**src/tsc_pkg.sv**
```systemverilog
// Constants and types for the tape sender control sequencer
// How it works
// RULE1: No tape: request press is refused
// RULE2: Tape removal clears the send request
// RULE3: Request switch toggles the send request
// RULE4: Motors follow request when motor switch off
// RULE5: Motor switch lights lamp, starts motors
// RULE6: Idle: suppression switch toggles the setting
// RULE7: Requesting: suppression switch is ignored
// RULE8: Step release advances one unread character
// RULE9: Outside link clock paces all transmission
// RULE10: Grant: on-line, reader runs, number advances
// RULE11: Stop press halts stepping, lights lamp
// RULE12: Second stop press resumes stepping
// RULE13: Stopped: step-send steps and transmits
// RULE14: Reader stops after tape end passes
// RULE15: No feed after step raises feed alarm
// RULE16: Feed switch clears alarm outside the feed wait
// RULE17: Read and verify mismatch raises alarm
// RULE18: Verify switch clears alarm once matching
// RULE19: One reader at a time, taking turns
// RULE20: Header ends with the operator's character
// RULE21: Sync and start-stop framing, up to eight levels
// RULE22: Supplementary inputs send eight-level characters
// RULE23: Priority input level drives all lamps
// RULE24: Step only on-line, running, tape, no alarm; a step-send press while stopped steps even with an alarm set
// RULE25: Reset clears all control state
package tsc_pkg;
  // Core clock rate
  localparam int CLK_MHZ = 50;
  // Longest wait for feed sense after a step
  localparam int FEED_WAIT_US = 20;
  localparam int FEED_WAIT_CYC = FEED_WAIT_US * CLK_MHZ;
  // APB byte offsets
  localparam logic [7:0] ADDR_CFG = 8'h00;
  localparam logic [7:0] ADDR_STAT = 8'h04;
  localparam logic [7:0] ADDR_MSG = 8'h08;
  // Header length and its fixed leading characters
  localparam int HDR_LEN = 8;
  localparam logic [7:0] HDR_FIXED [0:HDR_LEN-2] = '{
    8'h01, 8'h01, 8'h0d, 8'h0a, 8'h5a, 8'h43, 8'h5a};
  // Code level count forced for supplementary input
  localparam logic [3:0] LEV_SUP = 4'h8;
  // Operator switches, one bit each
  typedef struct packed {
    logic bid;
    logic motor;
    logic suppress;
    logic stop;
    logic step;
    logic step_send;
    logic feed_clr;
    logic vfy_clr;
  } tsc_sw_t;
  // Panel indicators
  typedef struct packed {
    logic bid;
    logic online;
    logic motor;
    logic suppress;
    logic stop;
    logic feed;
    logic vfy;
    logic prio;
  } tsc_lamp_t;
  // Framing setup
  typedef struct packed {
    logic sync;
    logic [3:0] units;
    logic [3:0] levels;
  } tsc_cfg_t;
  // Framing after reset: start-stop, 10 units, 8 levels
  localparam tsc_cfg_t CFG_RST = '{sync: 1'b0, units: 4'ha, levels: 4'h8};
  // Sequencer states
  typedef enum logic [1:0] {SQ_IDLE, SQ_HDR, SQ_RUN, SQ_FEED} tsc_seq_t;
endpackage

```
**src/tsc_top.sv**
```systemverilog
// Tape sender control sequencer with APB setup port
//
// The APB register port and the address map were left to the implementer.
module tsc_top import tsc_pkg::*; #(
  parameter int NSUP = 4
) (
  // Clock and reset
  input wire logic clk,
  input wire logic rst_b,
  // APB slave
  input wire logic psel,
  input wire logic penable,
  input wire logic pwrite,
  input wire logic [7:0] paddr,
  input wire logic [31:0] pwdata,
  output logic [31:0] prdata,
  output logic pready,
  output logic pslverr,
  // Operator panel
  input wire tsc_sw_t sw_in,
  input wire logic [7:0] header_char_select,
  output tsc_lamp_t lamp,
  // Master reader
  input wire logic tape_in,
  input wire logic feed_in,
  input wire logic [7:0] read_bits,
  input wire logic [7:0] verify_bits,
  output logic motor_on,
  output logic alarm_contact,
  // Supplementary transmitters
  input wire logic [NSUP-1:0] supp_bid,
  input wire logic [NSUP*8-1:0] supp_data,
  // Per reader, bit 0 is the master
  output logic [NSUP:0] reader_step,
  output logic [NSUP:0] online,
  output logic [NSUP:0] prio_lamp,
  // Serial link and priority line
  input wire logic link_clk,
  input wire logic prio_in_b,
  output logic serial_out
);
  // Owner index width
  localparam int OW = $clog2(NSUP + 1);
  // Width of all pin inputs taken together
  localparam int PW = 36 + NSUP * 9;
  // Pin levels loaded at reset; the priority line idles high, so a zero here
  // would flash every priority lamp just after reset
  localparam logic [PW-1:0] PIN_IDLE = PW'(1) << (NSUP * 9 + 24);

  // Reset release chain
  logic rst_m_b_q;
  logic rst_s_b_q;
  // Pin synchroniser stages
  logic [PW-1:0] pin_raw;
  logic [PW-1:0] pin_m_q;
  logic [PW-1:0] pin_s_q;
  // Synchronised pins
  tsc_sw_t sw_s;
  logic tape_s;
  logic feed_s;
  logic lclk_s;
  logic prio_s_b;
  logic [7:0] rd_s;
  logic [7:0] vf_s;
  logic [7:0] hsel_s;
  logic [NSUP-1:0] sbid_s;
  logic [NSUP*8-1:0] sdata_s;
  // Previous samples for edge finding
  tsc_sw_t sw_p_q;
  logic feed_p_q;
  logic lclk_p_q;
  // Switch edges
  tsc_sw_t press;
  tsc_sw_t rel;
  logic feed_rise;
  logic lclk_rise;
  // Panel state
  logic bid_q;
  logic motor_sw_q;
  logic sup_q;
  logic stop_q;
  logic ss_pend_q;
  logic feed_alm_q;
  logic vfy_alm_q;
  // Arbitration
  logic [NSUP:0] req;
  logic [OW-1:0] owner_q;
  logic own_v_q;
  logic grant;
  logic [15:0] msg_num_q;
  // Sequencer
  tsc_seq_t seq_q;
  logic [2:0] hdr_idx_q;
  logic [10:0] feed_cnt_q;
  logic run_ok;
  logic hdr_go;
  logic do_step;
  logic man_step;
  logic [NSUP:0] step_q;
  // Transmitter
  tsc_cfg_t cfg_q;
  tsc_cfg_t cfg_eff;
  logic tx_go;
  logic tx_idle;
  logic [7:0] tx_char;
  logic [7:0] hdr_char;
  logic [7:0] src [0:NSUP];
  logic [15:0] tx_sr_q;
  logic [3:0] tx_cnt_q;
  logic ser_q;
  // Output flops
  tsc_lamp_t lamp_q;
  logic motor_q;
  logic [NSUP:0] online_q;
  logic [NSUP:0] prio_q;
  // APB
  logic [31:0] rd_mux;
  logic [31:0] prdata_q;
  logic hit;

  // Next owner after the last, round robin
  function automatic logic [OW-1:0] pick(input logic [NSUP:0] r,
                                         input logic [OW-1:0] last);
    logic [OW-1:0] sel;
    int k;
    sel = last;
    for (int i = NSUP + 1; i >= 1; i--) begin
      k = (int'(last) + i) % (NSUP + 1);
      if (r[k]) begin
        sel = OW'(k);
      end
    end
    return sel;
  endfunction

  // Build one character frame, sent LSB first
  function automatic logic [15:0] frame(input logic [7:0] ch,
                                        input tsc_cfg_t c);
    logic [15:0] f;
    f = '1;
    for (int i = 0; i < 8; i++) begin
      if (i < int'(c.levels)) begin
        if (c.sync) begin
          f[i] = ch[i];
        end else begin
          f[i+1] = ch[i];
        end
      end
    end
    // Start-stop: leading space, trailing mark
    if (!c.sync) begin
      f[0] = 1'b0;
    end
    return f;
  endfunction

  // Reset release through two flops
  always_ff @(posedge clk or negedge rst_b) begin
    if (!rst_b) begin
      rst_m_b_q <= 1'b0;
      rst_s_b_q <= 1'b0;
    end else begin
      rst_m_b_q <= 1'b1;
      rst_s_b_q <= rst_m_b_q;
    end
  end

  // All pins come from outside, two flops each
  assign pin_raw = {sw_in, tape_in, feed_in, link_clk, prio_in_b, read_bits,
                    verify_bits, header_char_select, supp_bid, supp_data};
  always_ff @(posedge clk or negedge rst_s_b_q) begin
    if (!rst_s_b_q) begin
      pin_m_q <= PIN_IDLE;
      pin_s_q <= PIN_IDLE;
    end else begin
      pin_m_q <= pin_raw;
      pin_s_q <= pin_m_q;
    end
  end
  assign {sw_s, tape_s, feed_s, lclk_s, prio_s_b, rd_s, vf_s, hsel_s,
          sbid_s, sdata_s} = pin_s_q;

  // Edge history, only from the second stage
  always_ff @(posedge clk or negedge rst_s_b_q) begin
    if (!rst_s_b_q) begin
      sw_p_q <= '0;
      feed_p_q <= 1'b0;
      lclk_p_q <= 1'b0;
    end else begin
      sw_p_q <= sw_s;
      feed_p_q <= feed_s;
      lclk_p_q <= lclk_s;
    end
  end
  assign press = sw_s & ~sw_p_q;
  assign rel = ~sw_s & sw_p_q;
  assign feed_rise = feed_s & ~feed_p_q;
  assign lclk_rise = lclk_s & ~lclk_p_q;

  // Operator settings; reset clears them all
  always_ff @(posedge clk or negedge rst_s_b_q) begin
    if (!rst_s_b_q) begin
      bid_q <= 1'b0; // RULE25
      motor_sw_q <= 1'b0;
      sup_q <= 1'b0;
      stop_q <= 1'b0;
    end else begin
      // Tape gone: request dropped, press refused
      if (!tape_s) begin
        bid_q <= 1'b0; // RULE1 RULE2 RULE14
      end else if (press.bid) begin
        bid_q <= ~bid_q; // RULE3
      end
      if (press.motor) begin
        motor_sw_q <= ~motor_sw_q; // RULE5
      end
      // Setting frozen while a request stands
      if (press.suppress && !bid_q) begin
        sup_q <= ~sup_q; // RULE6 RULE7
      end
      if (press.stop) begin
        stop_q <= ~stop_q; // RULE11 RULE12
      end
    end
  end

  // Step-send press held until the transmitter is free
  always_ff @(posedge clk or negedge rst_s_b_q) begin
    if (!rst_s_b_q) begin
      ss_pend_q <= 1'b0;
    end else if (press.step_send && stop_q) begin
      ss_pend_q <= 1'b1;
    end else if (do_step || !stop_q) begin
      ss_pend_q <= 1'b0;
    end
  end

  // Alarms; a new fault wins over a clear press
  always_ff @(posedge clk or negedge rst_s_b_q) begin
    if (!rst_s_b_q) begin
      feed_alm_q <= 1'b0;
      vfy_alm_q <= 1'b0;
    end else begin
      // Feed sense stayed quiet for the whole wait
      if (seq_q == SQ_FEED && feed_cnt_q == 11'h1 && !feed_rise) begin
        feed_alm_q <= 1'b1; // RULE15
      end else if (press.feed_clr && seq_q != SQ_FEED) begin
        feed_alm_q <= 1'b0; // RULE16
      end
      // Only the master has verifier contacts
      if (do_step && owner_q == '0 && rd_s != vf_s) begin
        vfy_alm_q <= 1'b1; // RULE17
      end else if (press.vfy_clr && rd_s == vf_s) begin
        vfy_alm_q <= 1'b0; // RULE18
      end
    end
  end

  // Requests: master first, then each supplementary
  assign req = {sbid_s, bid_q};
  assign grant = !own_v_q && (|req);

  // Arbiter: one owner until its request ends
  always_ff @(posedge clk or negedge rst_s_b_q) begin
    if (!rst_s_b_q) begin
      owner_q <= '0;
      own_v_q <= 1'b0;
      msg_num_q <= '0;
    end else if (grant) begin
      owner_q <= pick(req, owner_q); // RULE19
      own_v_q <= 1'b1;
      // Suppressed count keeps the number
      if (!sup_q) begin
        msg_num_q <= msg_num_q + 16'h1; // RULE10
      end
    end else if (own_v_q && !req[owner_q]) begin
      own_v_q <= 1'b0; // RULE19
    end
  end

  // Auto stepping allowed only in this condition
  assign run_ok = own_v_q && !stop_q && !feed_alm_q && !vfy_alm_q
                  && (owner_q != '0 || tape_s); // RULE24
  assign hdr_go = seq_q == SQ_HDR && tx_idle;
  assign do_step = seq_q == SQ_RUN && tx_idle
                   && (run_ok || (stop_q && ss_pend_q)); // RULE13
  // Manual step moves the master tape without reading
  assign man_step = rel.step && tape_s && (!own_v_q || stop_q)
                    && seq_q != SQ_FEED; // RULE8

  // Message sequencer: header, then tape characters
  always_ff @(posedge clk or negedge rst_s_b_q) begin
    if (!rst_s_b_q) begin
      seq_q <= SQ_IDLE;
      hdr_idx_q <= '0;
      feed_cnt_q <= '0;
    end else begin
      case (seq_q)
        // Wait for an owner
        SQ_IDLE: begin
          if (own_v_q) begin
            seq_q <= SQ_HDR;
            hdr_idx_q <= '0;
          end
        end
        // Header characters one by one
        SQ_HDR: begin
          if (!own_v_q) begin
            seq_q <= SQ_IDLE;
          end else if (hdr_go) begin
            if (hdr_idx_q == 3'(HDR_LEN - 1)) begin
              seq_q <= SQ_RUN;
            end
            hdr_idx_q <= hdr_idx_q + 3'h1;
          end
        end
        // Stepping; master steps are feed checked
        SQ_RUN: begin
          if (!own_v_q) begin
            seq_q <= SQ_IDLE;
          end else if (do_step && owner_q == '0) begin
            seq_q <= SQ_FEED;
            feed_cnt_q <= 11'(FEED_WAIT_CYC);
          end
        end
        // Wait for the feed contact
        SQ_FEED: begin
          if (feed_rise || feed_cnt_q == 11'h1) begin
            seq_q <= SQ_RUN;
          end else begin
            feed_cnt_q <= feed_cnt_q - 11'h1;
          end
        end
        default: begin
          seq_q <= SQ_IDLE;
        end
      endcase
    end
  end

  // Reader step pulses, one clock wide
  always_ff @(posedge clk or negedge rst_s_b_q) begin
    if (!rst_s_b_q) begin
      step_q <= '0;
    end else begin
      step_q <= '0;
      if (do_step) begin
        step_q[owner_q] <= 1'b1; // RULE10 RULE24
      end
      if (man_step) begin
        step_q[0] <= 1'b1; // RULE8
      end
    end
  end

  // Character sources by reader index
  always_comb begin
    src[0] = rd_s;
    for (int k = 1; k <= NSUP; k++) begin
      src[k] = sdata_s[8*(k-1) +: 8]; // RULE22
    end
  end

  // Last header character from the panel switches
  assign hdr_char = (hdr_idx_q == 3'(HDR_LEN - 1)) ? hsel_s
                    : HDR_FIXED[hdr_idx_q]; // RULE20
  assign tx_char = hdr_go ? hdr_char : src[owner_q];
  assign tx_go = hdr_go || do_step;

  // Supplementary traffic is always eight-level
  always_comb begin
    cfg_eff = cfg_q;
    if (owner_q != '0) begin
      cfg_eff.levels = LEV_SUP; // RULE22
    end
  end

  assign tx_idle = (tx_cnt_q == 4'h0);

  // Serial shifter, one unit per link clock rise
  always_ff @(posedge clk or negedge rst_s_b_q) begin
    if (!rst_s_b_q) begin
      tx_sr_q <= '1;
      tx_cnt_q <= '0;
      ser_q <= 1'b1;
    end else if (tx_go) begin
      tx_sr_q <= frame(tx_char, cfg_eff); // RULE21
      tx_cnt_q <= cfg_eff.units;
    end else if (lclk_rise) begin
      // No link clock, no transmission; line idles mark
      ser_q <= tx_idle ? 1'b1 : tx_sr_q[0]; // RULE9
      if (!tx_idle) begin
        tx_sr_q <= {1'b1, tx_sr_q[15:1]};
        tx_cnt_q <= tx_cnt_q - 4'h1;
      end
    end
  end

  // Indicators and motor drive
  always_ff @(posedge clk or negedge rst_s_b_q) begin
    if (!rst_s_b_q) begin
      lamp_q <= '0;
      motor_q <= 1'b0;
      online_q <= '0;
      prio_q <= '0;
    end else begin
      lamp_q.bid <= bid_q;
      lamp_q.online <= own_v_q && owner_q == '0;
      lamp_q.motor <= motor_sw_q || bid_q; // RULE4 RULE5
      lamp_q.suppress <= sup_q;
      lamp_q.stop <= stop_q;
      lamp_q.feed <= feed_alm_q;
      lamp_q.vfy <= vfy_alm_q;
      lamp_q.prio <= !prio_s_b; // RULE23
      motor_q <= motor_sw_q || bid_q; // RULE4
      online_q <= '0;
      online_q[owner_q] <= own_v_q; // RULE10
      // Negative line level lights every sender
      prio_q <= {(NSUP + 1){!prio_s_b}}; // RULE23
    end
  end

  // APB decode; misaligned or unknown offsets miss
  assign hit = paddr == ADDR_CFG || paddr == ADDR_STAT
               || paddr == ADDR_MSG;
  always_comb begin
    rd_mux = '0;
    case (paddr)
      ADDR_CFG: rd_mux[8:0] = cfg_q;
      ADDR_STAT: rd_mux[16:0] = {owner_q[2:0], own_v_q, seq_q, ss_pend_q,
                                 feed_alm_q, vfy_alm_q, stop_q, sup_q,
                                 motor_sw_q, bid_q, tape_s, online_q[0],
                                 lamp_q.prio, tx_idle};
      ADDR_MSG: rd_mux[15:0] = msg_num_q;
      default: rd_mux = '0;
    endcase
  end

  // Register writes land at the access edge only
  always_ff @(posedge clk or negedge rst_s_b_q) begin
    if (!rst_s_b_q) begin
      cfg_q <= CFG_RST;
      prdata_q <= '0;
    end else begin
      if (psel && penable && pwrite && paddr == ADDR_CFG) begin
        cfg_q <= pwdata[8:0];
      end
      // Read data captured in setup, held for access
      if (psel && !penable) begin
        prdata_q <= pwrite ? 32'h0 : rd_mux;
      end
    end
  end

  // Outputs
  assign pready = 1'b1;
  assign pslverr = psel && penable && !hit;
  assign prdata = prdata_q;
  assign lamp = lamp_q;
  assign motor_on = motor_q;
  assign alarm_contact = lamp_q.feed; // RULE15
  assign reader_step = step_q;
  assign online = online_q;
  assign prio_lamp = prio_q;
  assign serial_out = ser_q;
endmodule

```
**config.mk**
```make
export PLATFORM = sky130hd
export DESIGN_NAME = tsc_top
export DESIGN_NICKNAME = d
export VERILOG_FILES = /design/src/tsc_pkg.sv /design/src/tsc_top.sv
export SDC_FILE = /design/constraint.sdc
export NUM_CORES = 1
export LEC_CHECK = 0
export BUFFER_PORTS_ARGS = -buffer_cell sky130_fd_sc_hd__clkbuf_2
export CAP_MARGIN = 20
export CORE_MARGIN = 3
export CORE_UTILIZATION = 35
export DETAILED_ROUTE_END_ITERATION = 7
export PLACE_DENSITY = 0.61
export RECOVER_POWER = 25
export SLEW_MARGIN = 20
export SYNTH_ARGS = -nofsm -noshare
export SYNTH_HDL_FRONTEND = slang
export SYNTH_SLANG_ARGS = --single-unit
```
**constraint.sdc**
```tcl
create_clock -name clk -period 11.53 [get_ports clk]
set_input_delay 0.5765 -clock clk [delete_from_list [all_inputs] [get_ports clk]]
set_output_delay 0.5765 -clock clk [all_outputs]
set_load 0.05 [all_outputs]
```
== After elaboration in Yosys (flattened, before gate mapping) ==
Memories as Yosys holds them, arrays and structs flattened.
Cells that the tools add are included.

* $add $sub $neg: 9
* Order comparisons: 17
* Muxes and demuxes: 99
* Reduce and logical (&&, ||, !) cells: 68
* Equality and inequality tests: 22
* Bitwise gates (word level): 16
* Div/mod/pow operators: 5

{| class="wikitable"
|+ Operators with widths
! kind !! count
|-
| < comparator 32 x 5 -> 1 bit (second input constant) || 5
|-
| remainder unit 32 x 4 -> 32 bit (second input constant) || 5
|-
| 2-to-1 mux 16 bit || 3
|-
| 2-to-1 mux 8 bit || 6
|-
| 2-to-1 mux 1 bit || 42
|-
| 2-to-1 mux 2 bit || 18
|-
| 2-to-1 mux 11 bit || 3
|-
| logical AND 1 bit || 28
|-
| case mux 9 bit (3 select lines) || 1
|-
| binary-select mux 8 bit (select 3 bit) || 1
|-
| 2-to-1 mux 3 bit || 8
|-
| case mux 11 bit (2 select lines) || 1
|-
| binary-select mux 1 bit (select 3 bit) || 6
|-
| 2-to-1 mux 17 bit || 1
|-
| adder 16 x 1 -> 16 bit (second input constant) || 1
|-
| < comparator 3 x 4 -> 1 bit (first input constant) || 4
|-
| 2-to-1 mux 4 bit || 4
|-
| inequality test 2 bit (second input constant) || 7
|-
| case mux 7 bit (2 select lines) || 1
|-
| nonzero test 2 bit || 7
|-
| == test 11 x 1 -> 1 bit (second input constant) || 1
|-
| subtractor 11 x 1 -> 11 bit (second input constant) || 1
|-
| logical NOT 1 bit || 10
|-
| logical OR 1 bit || 9
|-
| other kinds (42) || 63
|}

* Register bits: 280
* Bits in read-only memories: 64
* Memories kept: 1
* Bits of input ports: 117

{| class="wikitable"
|+ Memory list
! memory !! words !! width !! rd ports !! clocked after memory_dff !! wr ports !! RTL line !! text
|-
| (no name shown) || 8 || 8 || 1 || 0 || 0 || tsc_top.sv:366 || <nowiki>: HDR_FIXED[hdr_idx_q];</nowiki>
|}

== Depth between registers and ports, before layout ==
* Word-level depth: 26
* Mapped depth: 20
* Mapped depth without buffers: 16

== Least setup slack after synthesis ==
OpenSTA, ideal clock, no wires.

* Path type: register to register
* From: register owner_q[0]
* To: register owner_q[0]
* Path buffers: 3
* Clock period less this slack: 4.424 ns
* Setup time: 0.083 ns
* Path slack: 7.106 ns
* Stages on the path, launching flop included: 19
* Arrival: 4.341 ns
* Cells stage by stage: dfrtp_1 > buf_6 > inv_1 > clkbuf_1 > clkbuf_1 > ha_1 > ha_1 > nand2b_1 > a32oi_1 > nand2_1 > ha_1 > o221a_2 > or2_2 > nor4_2 > nor3_1 > nor2_1 > a221oi_1 > o311a_1 > o22ai_1

* Cells in the longest elaborated chain, start to end: 9
* Elaborated cells between the ends (all ways): 32
* Classes of those cells: add/sub: 5; div: 5; mux: 20; reduce/logical: 2

{| class="wikitable"
|+ Ends and longest elaborated chain
! item !! RTL line !! text
|-
| start: declaration || tsc_top.sv:87 || <nowiki>logic [OW-1:0] owner_q;</nowiki>
|-
| start signal: assignment || tsc_top.sv:270 || <nowiki>owner_q <= pick(req, owner_q);</nowiki>
|-
| adder 3 x 3 -> 4 bit || tsc_top.sv:128 || <nowiki>k = (int'(last) + i) % (NSUP + 1);</nowiki>
|-
| remainder unit 32 x 4 -> 32 bit || tsc_top.sv:128 ||
|-
| binary-select mux 1 bit (select 3 bit) || tsc_top.sv:129 || <nowiki>if (r[k]) begin</nowiki>
|-
| 2-to-1 mux 1 bit (not written as such) (2 in a row) || tsc_top.sv:129 ||
|-
| 2-to-1 mux 3 bit (4 in a row) || tsc_top.sv:129 ||
|}

Parallel ways exist; a longest one is shown, timed or not. The select of a mux whose other input is x is not followed.
A chain may end at the register's enable or synchronous reset.

== Final worst setup path ==
Ends and elaborated chain as after synthesis.

==> qor.yml <==
grt_pass1_wl_mm: 39.8
finalWorstSetupSlack_ns: 6.53
synth_cell_types: 77
fillers: 2949
path_clk_slew_ns: 0.06
slew_headroom: 0.328
yosysSeqAreaShare: 0.576
chipWidth_microns: 185
grt_start_max_net_pins: 78
tritoncts: "yes"
grt_use_total: 0.145
max_stage_delay_ns: 0.48
ys_warn_count: 0
yosysTopAreaCell: "dfrtp_1"
pwr_density_cell_mw_per_mm2: 274
end_kind: "flop"
path_cells: "buf_4 > inv_1 > buf_4 > ha_1 > ha_1 > nand2b_1 > a32oi_1 > nand2_1 > ha_1 > o221a_2 > or2_2 > nor4_2 > nor3_1 > nor2_1 > a221oi_1 > o311a_1 > o22ai_1"
skew_ns: 0.0154
hold_depth: 1
worst_slew_pin_slew_ns: 1.00
worst_ep_arrival_time_ns: 5.43
grtUsageMet2: 0.225
path_delay_family: "simple AND/OR/NAND/NOR gates"
root_buffer: "clkbuf_16"
antenna_found_initial: 0
hold_ws_ns: 0.144
place.gp.congestion: 0.878
fin_area_sq_mm: 0.0131
ys_top_cells_by_count: "dfrtp_1, nand2_1, o21ai_0"
cp-start-kind: "flop"
gr-total-overflow: 0
routedWlPerCell_microns: 16.5
reg2regPathDepth: 17
crit_cells: 17
io_buffers: 137
tns_ns: 0
die_y_microns: 185
synth.top_cell.area_share: 0.541
dp_hpwl_mm: 17.7
synthCells: 979
ir_drop_mv: 0.119
finish.net_count: 1254
busiest_layer: "met2"
area_growth_pct: 17.2
critPathMaxFanout: 48
gr-usage-met3: 0.0277
worst-path-buf-inv: 3
fin_crit_ns: 5.00
drt_iter0_drc: 400
cts_buffer_depth: 3
status: "completed"
globalRouteMet1Util: 0.213
p_leak_nw: 6.03
path_common_cell: "ha_1"
drive_gt1_frac: 0.206
clock_sinks: 257
dpl-instance-area_sq_mm: 0.0121
final_util: 0.422
crit_path_top_delay_cell: "buf_4"
max-cap-violations: 0
fmaxAchievable_mhz: 200
cts_inserted_buffers: 27
synth_edf_count: 0
core_area_sq_mm: 0.0311
cts_setup_buffers: 0
place_ws_ns: 6.57
antenna_cells: 0
synth_ff_type: "dfrtp_1"
synth_area_sq_mm: 0.0112
finalWirelength_mm: 25.1
initial_utilization: 0.360
crit_required_ns: 11.96
die-area_sq_mm: 0.0342
ys_seq_elements: 257
rows: 64
async_flop_share: 1.00
yosysMostFrequentCell: "dfrtp_1"
htreeDepth: 1
finalSetupViolations: 0
vias_per_cell: 4.95
hold_viol: 0
ioPinCount: 177
drt_pass1_iterations: 5
via_count: 7529
synthTopCellsByArea: "dfrtp_1, ha_1, dfstp_2, mux2i_1, nand2_1"
slew_viol_final: 0
antenna_left: 0
drc: 0
grt_setup_unrepaired: "false"
syn-mean-instance-area_sq_um: 11.4
cts_resized: 0
finalCritPeriodShare: 0.434
grt_pass1_vias: 7226
worstSetupPathType: "flop to flop"
hold_path.class: "input port to flop"
worstSkewPairLatency_ns: 0.53
[stage by stage]
stage,cells,power [mW]
after detailed placement,1470,2.66
after global placement,1470,2.63
after floorplan,994,2.33
after CTS,1520,3.61
final,1520,3.59
after global routing,1520,3.85
[flip-flops by register name, summed over array words and instances (netlist names), 2 cells and up]
register / cells
tx_cnt_q: 4
tx_sr_q: 9
reader_step: 5
hdr_idx_q: 3
pin_s_q: 72
owner_q: 3
msg_num_q: 16
lamp: 5
feed_cnt_q: 11
prdata: 17
pin_m_q: 72
cfg_eff: 5
seq_q: 2
online: 5
sw_p_q: 8
cfg_q: 4
[logic make-up after synthesis]
logic type | share of synthesized area
AND/OR/NAND/NOR | 0.118
adder cells (fa/ha/maj) | 0.0369
buffers and inverters | 0.0451
AO/OA/AOI/OAI | 0.134
other | 0.000671
multiplexers | 0.0552
XOR/XNOR | 0.0338
flip-flops | 0.576
[layer usage]
layer  up-vias  routed length [microns]
li1       3657                        -
met5         -                        0
met2       178                    11500
met4         0                      456
met3        38                     1330
met1      3656                    11800
[cells in the final DEF (no fill, tap or decap), types with 5 or more instances in the layout]
cell       netlist  final
a22oi_1          8      8
dfstp_2         15     15
nand2_1         89     89
nor2_1          50     50
mux2_2          14     14
a221oi_1         5      5
nor2b_1         18     18
mux2i_1         37     37
o211ai_1         7      7
clkinv_2         0      6
a31oi_1          7      7
a211oi_1         6      5
o21ai_0         64     64
clkbuf_16        0     27
xnor2_1         25     25
o2111ai_1        6      6
or3_1            7      7
xor2_1          15     15
conb_1           2     17
or2_2            7      7
nand4_1          8      8
nand3_1         14     14
ha_1            33     33
and3_1           9      9
bufinv_16        0      5
clkbuf_2         0    118
nor4_1           5      5
o22ai_1         11     11
a22o_1          12     12
inv_1           37     37
and2_1          10     10
a21oi_1         39     39
a21o_1           6      6
nor3_1          16     16
nand2b_1        16     16
dfrtp_1        242    241
clkbuf_1        32     18
buf_4           23      8
[what timing repair did]
item / 4_1_cts / 5_1_grt
hold buffers: 1 / 0
setup endpoints to repair: 0 / 0
hold endpoints to repair: 2 / 0
[area by class of cell]
cell class | instances | area, sq um | area share
Timing Repair Buffer | 146 | 732 | 0.0558
Inverter | 41 | 154 | 0.0117
Tap cell | 396 | 495 | 0.0378
Multi-Input combinational cell | 631 | 4310 | 0.328
Clock buffer | 31 | 731 | 0.0557
Clock inverter | 18 | 240 | 0.0183
Sequential cell | 257 | 6450 | 0.492
[path summary, 6_finish.rpt]
path,to,from,slack (ns)
setup / recovery,owner_q[0],owner_q[0],6.53
hold / removal,pin_m_q[60],prio_in_b,0.14
setup reg to reg,owner_q[0],owner_q[0],6.53
hold reg to reg,pin_m_q[47],rst_s_b_q,0.32
max in group asynchronous,lamp[4],rst_s_b_q,9.14
min in group asynchronous,pin_m_q[47],rst_s_b_q,0.32
[power breakdown]
| group | switching, mW | internal, mW |
|---|---|---|
| Sequential | 0.0771 | 1.01 |
| Combinational | 0.977 | 0.607 |
| Clock | 0.357 | 0.569 |
Power figures use the tool's default switching activity.
